`src/hdl/fcs_consts.svh`:
```
// Constants of the flash command and status unit: offsets, fields, key, timing.
// Assumes inclusion by bare name from the package and the design modules.
`ifndef FCS_CONSTS_SVH
`define FCS_CONSTS_SVH

// Register bus
`define FCS_AW          12
`define FCS_DW          32
`define FCS_OFF_TARGET  12'h000
`define FCS_OFF_WORD    12'h004
`define FCS_OFF_CMD     12'h008
`define FCS_OFF_RAW     12'h00C
`define FCS_OFF_MASK    12'h010
`define FCS_OFF_MSTS    12'h014

// Command register fields
`define FCS_KEY         16'hA442
`define FCS_KEY_HI      31
`define FCS_KEY_LO      16
`define FCS_CMD_W       4
`define FCS_CMD_WORD    0
`define FCS_CMD_PAGE    1
`define FCS_CMD_MASS    2
`define FCS_CMD_COMMIT  3

// Event fields
`define FCS_EVT_W       2
`define FCS_EVT_VIOL    0
`define FCS_EVT_DONE    1

// Target location width
`define FCS_TGT_W       15

// Timing: clock rate and longest operation times as printed
`define FCS_CLK_MHZ     250
`define FCS_T_WORD_US   50
`define FCS_T_COMMIT_US 50
`define FCS_T_PAGE_MS   25
`define FCS_T_MASS_MS   250
`define FCS_US_PER_MS   1000
`define FCS_CNT_W       32
`define FCS_CNT_ONE     32'h00000001

`endif

```
`src/hdl/fcs_pkg.sv`:
```
// Types shared by the flash command and status unit.
// Assumes fcs_consts.svh is on the include path.
`include "fcs_consts.svh"

package fcs_pkg;

  // Operation kinds carried out by the sequencer
  typedef enum logic [2:0] {FCS_OP_NONE, FCS_OP_WORD, FCS_OP_PAGE, FCS_OP_MASS, FCS_OP_COMMIT} fcs_op_t;

  // Sequencer states
  typedef enum logic {FCS_IDLE, FCS_BUSY} fcs_state_t;

  // One register bus request
  typedef struct packed {
    logic [`FCS_AW-1:0] addr;
    logic [`FCS_DW-1:0] wdata;
    logic               wr;
    logic               rd;
  } fcs_bus_req_t;

  // Operation handed to the flash array
  typedef struct packed {
    logic                  busy;
    fcs_op_t               kind;
    logic [`FCS_TGT_W-1:0] target;
    logic [`FCS_DW-1:0]    word;
  } fcs_flash_op_t;

endpackage

```
`src/hdl/fcs_op_timer.sv`:
```
// Down counter that times one flash operation for a loaded number of cycles.
// Assumes start_in only while idle and a length of at least one cycle.
`timescale 1ns/1ps
`include "fcs_consts.svh"

module fcs_op_timer
  import fcs_pkg::*;
(
  input  wire logic                  clk_in,
  input  wire logic                  sys_rst_in,
  input  wire logic                  start_in,
  input  wire logic [`FCS_CNT_W-1:0] len_in,
  output logic                       done_out
);

  logic [`FCS_CNT_W-1:0] cnt_q;
  logic [`FCS_CNT_W-1:0] cnt_d;
  logic                  run_q;
  logic                  run_d;

  // Last busy cycle is the one where the count reaches one
  assign done_out = run_q & (cnt_q == `FCS_CNT_ONE);
  assign run_d    = start_in | (run_q & ~done_out);
  assign cnt_d    = start_in ? len_in : (run_q ? cnt_q - `FCS_CNT_ONE : cnt_q);

  // Counter state
  always_ff @(posedge clk_in or posedge sys_rst_in)
  begin
    if (sys_rst_in)
    begin
      cnt_q <= '0;
      run_q <= 1'b0;
    end
    else
    begin
      cnt_q <= cnt_d;
      run_q <= run_d;
    end
  end

endmodule

```
`src/hdl/fcs_event_flag.sv`:
```
// Sticky event flag: hardware sets, software clears by writing one.
// Assumes set and clear come from logic on the same clock.
`timescale 1ns/1ps

module fcs_event_flag
  import fcs_pkg::*;
(
  input  wire logic clk_in,
  input  wire logic sys_rst_in,
  input  wire logic set_in,
  input  wire logic clr_in,
  output logic      flag_out
);

  logic flag_q;
  logic flag_d;

  // Set wins over clear so a same-cycle event is never lost
  assign flag_d   = set_in | (flag_q & ~clr_in);
  assign flag_out = flag_q;

  // Flag storage
  always_ff @(posedge clk_in or posedge sys_rst_in)
  begin
    if (sys_rst_in)
      flag_q <= 1'b0;
    else
      flag_q <= flag_d;
  end

endmodule

```
`src/hdl/fcs_command_status.sv`:
```
// Command and status logic of an on-chip flash controller: keyed command register,
// busy readback, raw and masked event flags and the interrupt request.
// Assumes a single-cycle register port and a protection checker on the same clock.
//
// Summary of operation
// - Command writes carry a key in bits 31:16; only the right key acts.
// - A command write with a wrong key is ignored entirely.
// - The key field of the command register always reads as zero.
// - Command bit 3 commits protection settings, lasting up to 50 us.
// - Bit 3 reads one while the commit runs, zero after.
// - Command bit 2 erases the whole array, lasting up to 250 ms.
// - Bit 2 reads one during the full erase, zero after.
// - Command bit 1 erases the page at the target location, up to 25 ms.
// - Bit 1 reads one during the page erase, zero after.
// - Command bit 0 programs the data word at the target, up to 50 us.
// - Bit 0 reads one while programming, zero after.
// - Raw event bit 1 sets when a programming cycle completes.
// - Completion is raised for both program and erase operations.
// - Raw event bit 0 sets on an access against the protection policy.
// - The interrupt is raised only for events whose mask bit is set.
// - Writing one to a masked status bit clears it and its raw flag.
//
// The plain strobed port was decided locally.
`timescale 1ns/1ps
`include "fcs_consts.svh"

module fcs_command_status
  import fcs_pkg::*;
#(
  parameter logic [`FCS_CNT_W-1:0] WORD_CYCLES   = `FCS_T_WORD_US * `FCS_CLK_MHZ,
  parameter logic [`FCS_CNT_W-1:0] COMMIT_CYCLES = `FCS_T_COMMIT_US * `FCS_CLK_MHZ,
  parameter logic [`FCS_CNT_W-1:0] PAGE_CYCLES   = `FCS_T_PAGE_MS * `FCS_US_PER_MS * `FCS_CLK_MHZ,
  parameter logic [`FCS_CNT_W-1:0] MASS_CYCLES   = `FCS_T_MASS_MS * `FCS_US_PER_MS * `FCS_CLK_MHZ
)
(
  input  wire logic          clk_in,
  input  wire logic          sys_rst_in,
  input  wire fcs_bus_req_t  bus_req_in,
  output logic [`FCS_DW-1:0] rd_data_out,
  input  wire logic          access_violation_in,
  output fcs_flash_op_t      flash_op_out,
  output logic               irq_out
);

  // Address match, shared by the write and read decode
  function automatic logic fcs_hit(input logic [`FCS_AW-1:0] a, input logic [`FCS_AW-1:0] off);
    return a == off;
  endfunction

  // One command bit to an operation; lowest bit first when software sets several
  function automatic fcs_op_t fcs_pick(input logic [`FCS_CMD_W-1:0] c);
    fcs_op_t k;
    k = FCS_OP_NONE;
    if (c[`FCS_CMD_WORD])
      k = FCS_OP_WORD;
    else if (c[`FCS_CMD_PAGE])
      k = FCS_OP_PAGE;
    else if (c[`FCS_CMD_MASS])
      k = FCS_OP_MASS;
    else if (c[`FCS_CMD_COMMIT])
      k = FCS_OP_COMMIT;
    return k;
  endfunction

  fcs_state_t            state_q;
  fcs_state_t            state_d;
  fcs_op_t               kind_q;
  fcs_op_t               new_op;
  logic [`FCS_TGT_W-1:0] target_q;
  logic [`FCS_DW-1:0]    word_q;
  logic [`FCS_EVT_W-1:0] mask_q;
  logic [`FCS_EVT_W-1:0] raw_flags;
  logic [`FCS_EVT_W-1:0] evt_set;
  logic [`FCS_EVT_W-1:0] evt_clr;
  logic [`FCS_CMD_W-1:0] cmd_busy;
  logic [`FCS_DW-1:0]    rd_d;
  logic [`FCS_DW-1:0]    rd_data_q;
  logic [`FCS_CNT_W-1:0] op_len;
  logic [`FCS_CNT_W-1:0] cur_len_q;
  logic [`FCS_CNT_W-1:0] busy_cnt_q;
  fcs_flash_op_t         op_q;
  logic                  irq_q;
  logic                  wr_target;
  logic                  wr_word;
  logic                  wr_cmd;
  logic                  wr_mask;
  logic                  wr_msts;
  logic                  key_ok;
  logic                  cmd_go;
  logic                  op_start;
  logic                  tmr_done;
  logic                  done_evt;

  // Write decode
  assign wr_target = bus_req_in.wr & fcs_hit(bus_req_in.addr, `FCS_OFF_TARGET);
  assign wr_word   = bus_req_in.wr & fcs_hit(bus_req_in.addr, `FCS_OFF_WORD);
  assign wr_cmd    = bus_req_in.wr & fcs_hit(bus_req_in.addr, `FCS_OFF_CMD);
  assign wr_mask   = bus_req_in.wr & fcs_hit(bus_req_in.addr, `FCS_OFF_MASK);
  assign wr_msts   = bus_req_in.wr & fcs_hit(bus_req_in.addr, `FCS_OFF_MSTS);

  // Keyed command acceptance; a busy sequencer drops the write so the running op is safe
  assign key_ok   = bus_req_in.wdata[`FCS_KEY_HI:`FCS_KEY_LO] == `FCS_KEY;
  assign cmd_go   = wr_cmd & key_ok & (state_q == FCS_IDLE);
  assign new_op   = fcs_pick(bus_req_in.wdata[`FCS_CMD_W-1:0]);
  assign op_start = cmd_go & (new_op != FCS_OP_NONE);

  // Length of the operation about to start
  assign op_len = (new_op == FCS_OP_COMMIT) ? COMMIT_CYCLES :
                  (new_op == FCS_OP_MASS)   ? MASS_CYCLES :
                  (new_op == FCS_OP_PAGE)   ? PAGE_CYCLES :
                                              WORD_CYCLES;

  fcs_op_timer u_timer (
    .clk_in     (clk_in),
    .sys_rst_in (sys_rst_in),
    .start_in   (op_start),
    .len_in     (op_len),
    .done_out   (tmr_done)
  );

  // Sequencer: idle until a keyed command, busy until the timer ends
  always_comb
  begin
    state_d = state_q;
    case (state_q)
      FCS_IDLE:
        if (op_start)
          state_d = FCS_BUSY;
      FCS_BUSY:
        if (tmr_done)
          state_d = FCS_IDLE;
      default:
        state_d = FCS_IDLE;
    endcase
  end

  always_ff @(posedge clk_in or posedge sys_rst_in)
  begin
    if (sys_rst_in)
      state_q <= FCS_IDLE;
    else
      state_q <= state_d;
  end

  // Operation kind and length held for the whole run
  always_ff @(posedge clk_in or posedge sys_rst_in)
  begin
    if (sys_rst_in)
    begin
      kind_q    <= FCS_OP_NONE;
      cur_len_q <= '0;
    end
    else if (op_start)
    begin
      kind_q    <= new_op;
      cur_len_q <= op_len;
    end
    else if (tmr_done)
      kind_q <= FCS_OP_NONE;
  end

  // Target location and data word; software may load the next pair during a run
  always_ff @(posedge clk_in or posedge sys_rst_in)
  begin
    if (sys_rst_in)
    begin
      target_q <= '0;
      word_q   <= '0;
    end
    else
    begin
      if (wr_target)
        target_q <= bus_req_in.wdata[`FCS_TGT_W-1:0];
      if (wr_word)
        word_q <= bus_req_in.wdata;
    end
  end

  // Operation seen by the array, captured at start so later writes cannot disturb it
  always_ff @(posedge clk_in or posedge sys_rst_in)
  begin
    if (sys_rst_in)
      op_q <= '0;
    else if (op_start)
      op_q <= '{busy: 1'b1, kind: new_op, target: target_q, word: word_q};
    else if (tmr_done)
      op_q <= '0;
  end

  // Busy readback per command bit
  assign cmd_busy[`FCS_CMD_WORD]   = kind_q == FCS_OP_WORD;
  assign cmd_busy[`FCS_CMD_PAGE]   = kind_q == FCS_OP_PAGE;
  assign cmd_busy[`FCS_CMD_MASS]   = kind_q == FCS_OP_MASS;
  assign cmd_busy[`FCS_CMD_COMMIT] = kind_q == FCS_OP_COMMIT;

  // Completion only for program and erase; a commit is not a programming cycle
  assign done_evt = tmr_done & (kind_q != FCS_OP_COMMIT);

  assign evt_set[`FCS_EVT_DONE] = done_evt;
  assign evt_set[`FCS_EVT_VIOL] = access_violation_in;
  assign evt_clr = wr_msts ? bus_req_in.wdata[`FCS_EVT_W-1:0] : '0;

  // Raw event flags, latched until cleared through the masked status register
  genvar gi;
  generate
    for (gi = 0; gi < `FCS_EVT_W; gi++)
    begin : g_evt
      fcs_event_flag u_flag (
        .clk_in     (clk_in),
        .sys_rst_in (sys_rst_in),
        .set_in     (evt_set[gi]),
        .clr_in     (evt_clr[gi]),
        .flag_out   (raw_flags[gi])
      );
    end
  endgenerate

  // Interrupt mask
  always_ff @(posedge clk_in or posedge sys_rst_in)
  begin
    if (sys_rst_in)
      mask_q <= '0;
    else if (wr_mask)
      mask_q <= bus_req_in.wdata[`FCS_EVT_W-1:0];
  end

  // Read select; key field and reserved bits read as zero, unmapped reads as zero
  assign rd_d = fcs_hit(bus_req_in.addr, `FCS_OFF_TARGET) ? {{(`FCS_DW-`FCS_TGT_W){1'b0}}, target_q} :
                fcs_hit(bus_req_in.addr, `FCS_OFF_WORD)   ? word_q :
                fcs_hit(bus_req_in.addr, `FCS_OFF_CMD)    ? {{(`FCS_DW-`FCS_CMD_W){1'b0}}, cmd_busy} :
                fcs_hit(bus_req_in.addr, `FCS_OFF_RAW)    ? {{(`FCS_DW-`FCS_EVT_W){1'b0}}, raw_flags} :
                fcs_hit(bus_req_in.addr, `FCS_OFF_MASK)   ? {{(`FCS_DW-`FCS_EVT_W){1'b0}}, mask_q} :
                fcs_hit(bus_req_in.addr, `FCS_OFF_MSTS)   ? {{(`FCS_DW-`FCS_EVT_W){1'b0}}, raw_flags & mask_q} :
                                                            '0;

  // Read data for one cycle only, interrupt from the masked flags
  always_ff @(posedge clk_in or posedge sys_rst_in)
  begin
    if (sys_rst_in)
    begin
      rd_data_q <= '0;
      irq_q     <= 1'b0;
    end
    else
    begin
      rd_data_q <= bus_req_in.rd ? rd_d : '0;
      irq_q     <= |(raw_flags & mask_q);
    end
  end

  assign rd_data_out  = rd_data_q;
  assign flash_op_out = op_q;
  assign irq_out      = irq_q;

  // Cycles spent busy, read only by the checks below
  always_ff @(posedge clk_in or posedge sys_rst_in)
  begin
    if (sys_rst_in)
      busy_cnt_q <= '0;
    else if (op_start)
      busy_cnt_q <= '0;
    else if (state_q == FCS_BUSY)
      busy_cnt_q <= busy_cnt_q + `FCS_CNT_ONE;
  end

  // Checks
  a_bad_key_ignored: assert property (@(posedge clk_in) disable iff (sys_rst_in)
    (wr_cmd && !key_ok && state_q == FCS_IDLE) |=> (state_q == FCS_IDLE && kind_q == FCS_OP_NONE))
    else $error("command with wrong key started an operation");

  a_key_reads_zero: assert property (@(posedge clk_in) disable iff (sys_rst_in)
    (bus_req_in.rd && fcs_hit(bus_req_in.addr, `FCS_OFF_CMD)) |=> (rd_data_out[`FCS_KEY_HI:`FCS_KEY_LO] == '0))
    else $error("key field read back nonzero");

  a_zero_no_start: assert property (@(posedge clk_in) disable iff (sys_rst_in)
    (cmd_go && bus_req_in.wdata[`FCS_CMD_W-1:0] == '0) |=> (state_q == FCS_IDLE))
    else $error("command of zeros started an operation");

  a_good_key_start: assert property (@(posedge clk_in) disable iff (sys_rst_in)
    (cmd_go && bus_req_in.wdata[`FCS_CMD_WORD]) |=> (flash_op_out.busy && flash_op_out.kind == FCS_OP_WORD))
    else $error("keyed word program did not start");

  a_op_duration: assert property (@(posedge clk_in) disable iff (sys_rst_in)
    tmr_done |-> (busy_cnt_q == cur_len_q - `FCS_CNT_ONE) && (state_q == FCS_BUSY))
    else $error("operation ended at the wrong cycle");

  a_commit_busy_bit: assert property (@(posedge clk_in) disable iff (sys_rst_in)
    (bus_req_in.rd && fcs_hit(bus_req_in.addr, `FCS_OFF_CMD))
      |=> (rd_data_out[`FCS_CMD_COMMIT] == ($past(flash_op_out.kind) == FCS_OP_COMMIT)))
    else $error("commit busy bit wrong");

  a_mass_busy_bit: assert property (@(posedge clk_in) disable iff (sys_rst_in)
    (bus_req_in.rd && fcs_hit(bus_req_in.addr, `FCS_OFF_CMD))
      |=> (rd_data_out[`FCS_CMD_MASS] == ($past(flash_op_out.kind) == FCS_OP_MASS)))
    else $error("full erase busy bit wrong");

  a_page_busy_bit: assert property (@(posedge clk_in) disable iff (sys_rst_in)
    (bus_req_in.rd && fcs_hit(bus_req_in.addr, `FCS_OFF_CMD))
      |=> (rd_data_out[`FCS_CMD_PAGE] == ($past(flash_op_out.kind) == FCS_OP_PAGE)))
    else $error("page erase busy bit wrong");

  a_word_busy_bit: assert property (@(posedge clk_in) disable iff (sys_rst_in)
    (bus_req_in.rd && fcs_hit(bus_req_in.addr, `FCS_OFF_CMD))
      |=> (rd_data_out[`FCS_CMD_WORD] == ($past(flash_op_out.kind) == FCS_OP_WORD)))
    else $error("word program busy bit wrong");

  a_done_sets_flag: assert property (@(posedge clk_in) disable iff (sys_rst_in)
    (tmr_done && kind_q != FCS_OP_COMMIT) |=> raw_flags[`FCS_EVT_DONE])
    else $error("completion flag not set");

  a_viol_sets_flag: assert property (@(posedge clk_in) disable iff (sys_rst_in)
    access_violation_in |=> raw_flags[`FCS_EVT_VIOL])
    else $error("violation flag not set");

  a_irq_masked: assert property (@(posedge clk_in) disable iff (sys_rst_in)
    (mask_q == '0) |=> !irq_out)
    else $error("interrupt raised while all events masked");

  a_clear_both: assert property (@(posedge clk_in) disable iff (sys_rst_in)
    (wr_msts && bus_req_in.wdata[`FCS_EVT_DONE] && !done_evt) |=> !raw_flags[`FCS_EVT_DONE])
    else $error("completion flag not cleared");

  a_busy_holds_op: assert property (@(posedge clk_in) disable iff (sys_rst_in)
    (state_q == FCS_BUSY && !tmr_done) |=> $stable(flash_op_out))
    else $error("running operation disturbed");

  c_word_done: cover property (@(posedge clk_in) disable iff (sys_rst_in)
    tmr_done && kind_q == FCS_OP_WORD);
  c_commit_done: cover property (@(posedge clk_in) disable iff (sys_rst_in)
    tmr_done && kind_q == FCS_OP_COMMIT);
  c_viol_irq: cover property (@(posedge clk_in) disable iff (sys_rst_in)
    access_violation_in ##1 raw_flags[`FCS_EVT_VIOL] ##1 irq_out);
  c_busy_reject: cover property (@(posedge clk_in) disable iff (sys_rst_in)
    wr_cmd && key_ok && state_q == FCS_BUSY);

endmodule

```
`config.mk`:
```
export PLATFORM = sky130hd
export DESIGN_NAME = fcs_command_status
export DESIGN_NICKNAME = d
export VERILOG_FILES = /design/src/hdl/fcs_pkg.sv /design/src/hdl/fcs_op_timer.sv /design/src/hdl/fcs_event_flag.sv /design/src/hdl/fcs_command_status.sv
export VERILOG_INCLUDE_DIRS = /design/src /design/src/hdl
export SDC_FILE = /design/constraint.sdc
export NUM_CORES = 1
export LEC_CHECK = 0
export BUFFER_PORTS_ARGS = -buffer_cell sky130_fd_sc_hd__buf_2
export CAP_MARGIN = 20
export CORE_MARGIN = 10
export CORE_UTILIZATION = 30
export DETAILED_ROUTE_END_ITERATION = 10
export PLACE_DENSITY = 0.55
export RECOVER_POWER = 100
export REMOVE_ABC_BUFFERS = 1
export SYNTH_ARGS = -nofsm -noshare
export SYNTH_HDL_FRONTEND = slang
export SYNTH_SLANG_ARGS = --single-unit
export TNS_END_PERCENT = 20
```
`constraint.sdc`:
```
create_clock -name clk_in -period 12.5 [get_ports clk_in]
set_input_delay 2.5 -clock clk_in [delete_from_list [all_inputs] [get_ports clk_in]]
set_output_delay 2.5 -clock clk_in [all_outputs]
set_load 0.05 [all_outputs]
```
==> flow_summary.json <==
{
  "end_kind": "register",
  "tritoncts": "yes",
  "antenna_left": 0,
  "ir_drop_mv": 0.0677,
  "synthArstFlopShare": 1.00,
  "hpwl_um": 13400,
  "path_class": "in2reg",
  "setup_violations": 0,
  "timing.final.crit_period_ns": 6.14,
  "power_density_mw_per_mm2": 127,
  "arrival_ns": 6.50,
  "viasPerCell": 4.97,
  "die_w_um": 174,
  "p_total_mw": 1.09,
  "yosysSeqAreaShare": 0.591,
  "synth_area_mm2": 0.00716,
  "cp_max_fo": 49,
  "fmax_ghz": 0.163,
  "relSlewSlack": -2.01,
  "grt_setup_unrepaired": "false",
  "antenna_found_initial": 0,
  "design_area_mm2": 0.00860,
  "wl_per_cell_um": 18.2,
  "crit_top_cell": "clkbuf_1",
  "yosys.cell_types.count": 63,
  "clockBufferDepth": 2,
  "finalClockSkew_ns": 0.0134,
  "pre_cts_ws_ns": 7.42,
  "grt_use_total": 0.127,
  "grt_pass1_vias": 5338,
  "finalCritPeriodShare": 0.491,
  "crit_chain": "clkbuf_1 > or3_1 > nor2_1 > nor4_1 > clkbuf_1 > nor2b_4 > clkbuf_1 > a22o_1",
  "drive_above_1_share": 0.135,
  "core-area_mm2": 0.0235,
  "gp_congestion": 0.838,
  "synth_area_leaders": "dfrtp_1, a22o_1, mux2_1",
  "min_path_type": "reg2reg",
  "worst_hold_slack_ns": 0.495,
  "utilization": 0.366,
  "synth_cells": 584,
  "synth-edff-count": 0,
  "post_cts_buffers": 0,
  "violations": "capacitance limit, slew limit",
  "clkLatencyLatePin_ns": 0.43,
  "vias": 5200,
  "synth_top_area_share": 0.591,
  "ctsResizeCount": 0,
  "drc": 0,
  "r2r_slack_ns": 8.52,
  "fin_setup_tns_ns": 0,
  "required_ns": 12.86,
  "setup.worst_path.start_class": "primary input",
  "drtIter0Drc": 352,
  "clock_sinks": 169,
  "hold_viol": 0,
  "critPathMaxStageDelay_ns": 1.79,
  "ys.flop_type": "dfrtp_1",
  "power.leakage_nw": 3.80,
  "dieArea_mm2": 0.0304,
  "fin_ws_ns": 6.36,
  "initial_utilization": 0.305,
  "cts_made_buffers": 17,
  "max_slew.worst_pin.slew_ns": 4.49,
  "rows": 56,
  "avgSynthCellArea_um2": 12.3,
  "clk_pin_slew_ns": 0.07,
  "diodes": 0,
  "status": "finished, violations left",
  "grt_pass1_wl_um": 31000,
  "holdBufCountCts": 0,
  "clock-root-buffer": "clkbuf_16",
  "syn_to_final_growth_pct": 20.1,
  "drv_slew": 191,
  "ys_ff_latch": 169,
  "io_pins": 133,
  "dp_cells": 1015,
  "htree_levels": 4,
  "cap_violations": 4,
  "cp_slowest_cell": "clkbuf_1",
  "wirelength_um": 19100,
  "grt_max_degree": 106,
  "yosysTopAreaCell": "dfrtp_1",
  "die_y_um": 174,
  "final_cells": 1046,
  "port_buffers": 132,
  "gr-total-overflow": 0,
  "drt_pass1_iterations": 4,
  "nets": 766,
  "ys_warn_count": 0,
  "placed_area_mm2": 0.00821
}
-- final timing paths --
kind                               startpoint  depth (start not counted)          endpoint
worst max-delay path            bus_req_in[2]                          8         kind_q[0]
worst min-delay path                  state_q                          2           state_q
worst max register to register        state_q                          7         kind_q[0]
worst min register to register        state_q                          2           state_q
max in group asynchronous          sys_rst_in                          3    rd_data_out[2]
min in group asynchronous          sys_rst_in                          2  flash_op_out[24]
-- cell families (layout without fill, tap and decap cells) --
family	Yosys count	after routing	synth area share
and+or+nand+nor	177	177	0.147
muxes	47	47	0.0739
adders and majority gates	2	2	0.00349
AOI/OAI and AO/OA	125	125	0.137
DFF	169	169	0.591
xor gates and xnor gates	17	17	0.0208
buffers and inverters	47	190	0.0271
-- metal layers --
| layer | global-route usage | vias up | share of wire | wire length [um] |
|---|---|---|---|---|
| li1 | - | 2452 | - | - |
| met1 | 0.176 | 2606 | 0.49 | 9320 |
| met2 | 0.188 | 129 | 0.45 | 8550 |
| met3 | 0.0366 | 13 | 0.053 | 1020 |
| met4 | 0.0338 | 0 | 0.0094 | 179 |
| met5 | 0 | - | 0 | 0 |
-- report_power, final --
part | leakage, nW | internal, mW | switching (mW)
Combinational | 1.31 | 0.00810 | 0.0205
Sequential | 2.21 | 0.548 | 0.000546
Clock | 0.285 | 0.284 | 0.227
Total | 3.80 | 0.840 | 0.249
-- flip-flops by register name, summed over array words and instances, names as in the netlist --
signal	cells
mask_q	2
rd_data_out	32
target_q	15
word_q	32
irq_out	1
state_q	1
kind_q	3
u_timer.cnt_q	32
u_timer.run_q	1
flash_op_out	48
g_evt.u_flag.flag_out	2
-- layout make-up --
cell class	instances	area (um2)
fill	2379	14900
sequential	169	4230
multi-input combinational	368	2720
timing repair buffer	144	622
clock buffer	18	439
tap	319	399
clock inverter	13	133
inverter	15	57.6
-- worst max-delay path: cells and delay by family --
family | cells | cell delay (ns)
AOI/OAI and AO/OA | 1 | 0.35
buffers and inverters | 3 | 2.49
and+or+nand+nor | 4 | 1.10
-- Yosys cell counts, types with 3 or more instances --
| library cell | count |
|---|---|
| nor4_2 | 3 |
| o21ai_0 | 5 |
| a22o_1 | 60 |
| nor4b_1 | 7 |
| dfrtp_1 | 169 |
| a21oi_1 | 17 |
| nor2_1 | 31 |
| nor2b_1 | 3 |
| clkbuf_1 | 28 |
| nor3_1 | 22 |
| nor4_1 | 22 |
| o22a_1 | 4 |
| mux2_1 | 45 |
| nand2_1 | 21 |
| a211oi_1 | 4 |
| nand2b_1 | 4 |
| a21o_1 | 4 |
| or4_1 | 6 |
| o221a_2 | 3 |
| and4_1 | 4 |
| nand4_1 | 7 |
| xnor2_1 | 15 |
| o21ai_1 | 3 |
| and2_1 | 17 |
| nand3_1 | 7 |
| inv_1 | 15 |
| or3_1 | 6 |
| nor3b_1 | 4 |
-- layout by cell type (no fill, tap or decap), drive strengths merged, types with 4 or more instances in the layout --
master	count
o22a	4
mux2	47
clkinv	6
a21oi	17
and2	17
nor4	25
o21ai	8
clkbuf	109
or3	6
or4	6
a22o	60
a211oi	4
xnor2	15
dfrtp	169
inv	20
nand2b	4
and4	4
nor4b	8
nand4	7
buf	53
nand3	7
nor3	22
nor2b	4
nand2	21
a21o	4
nor3b	5
nor2	31
Power figures use the tool's default switching activity.
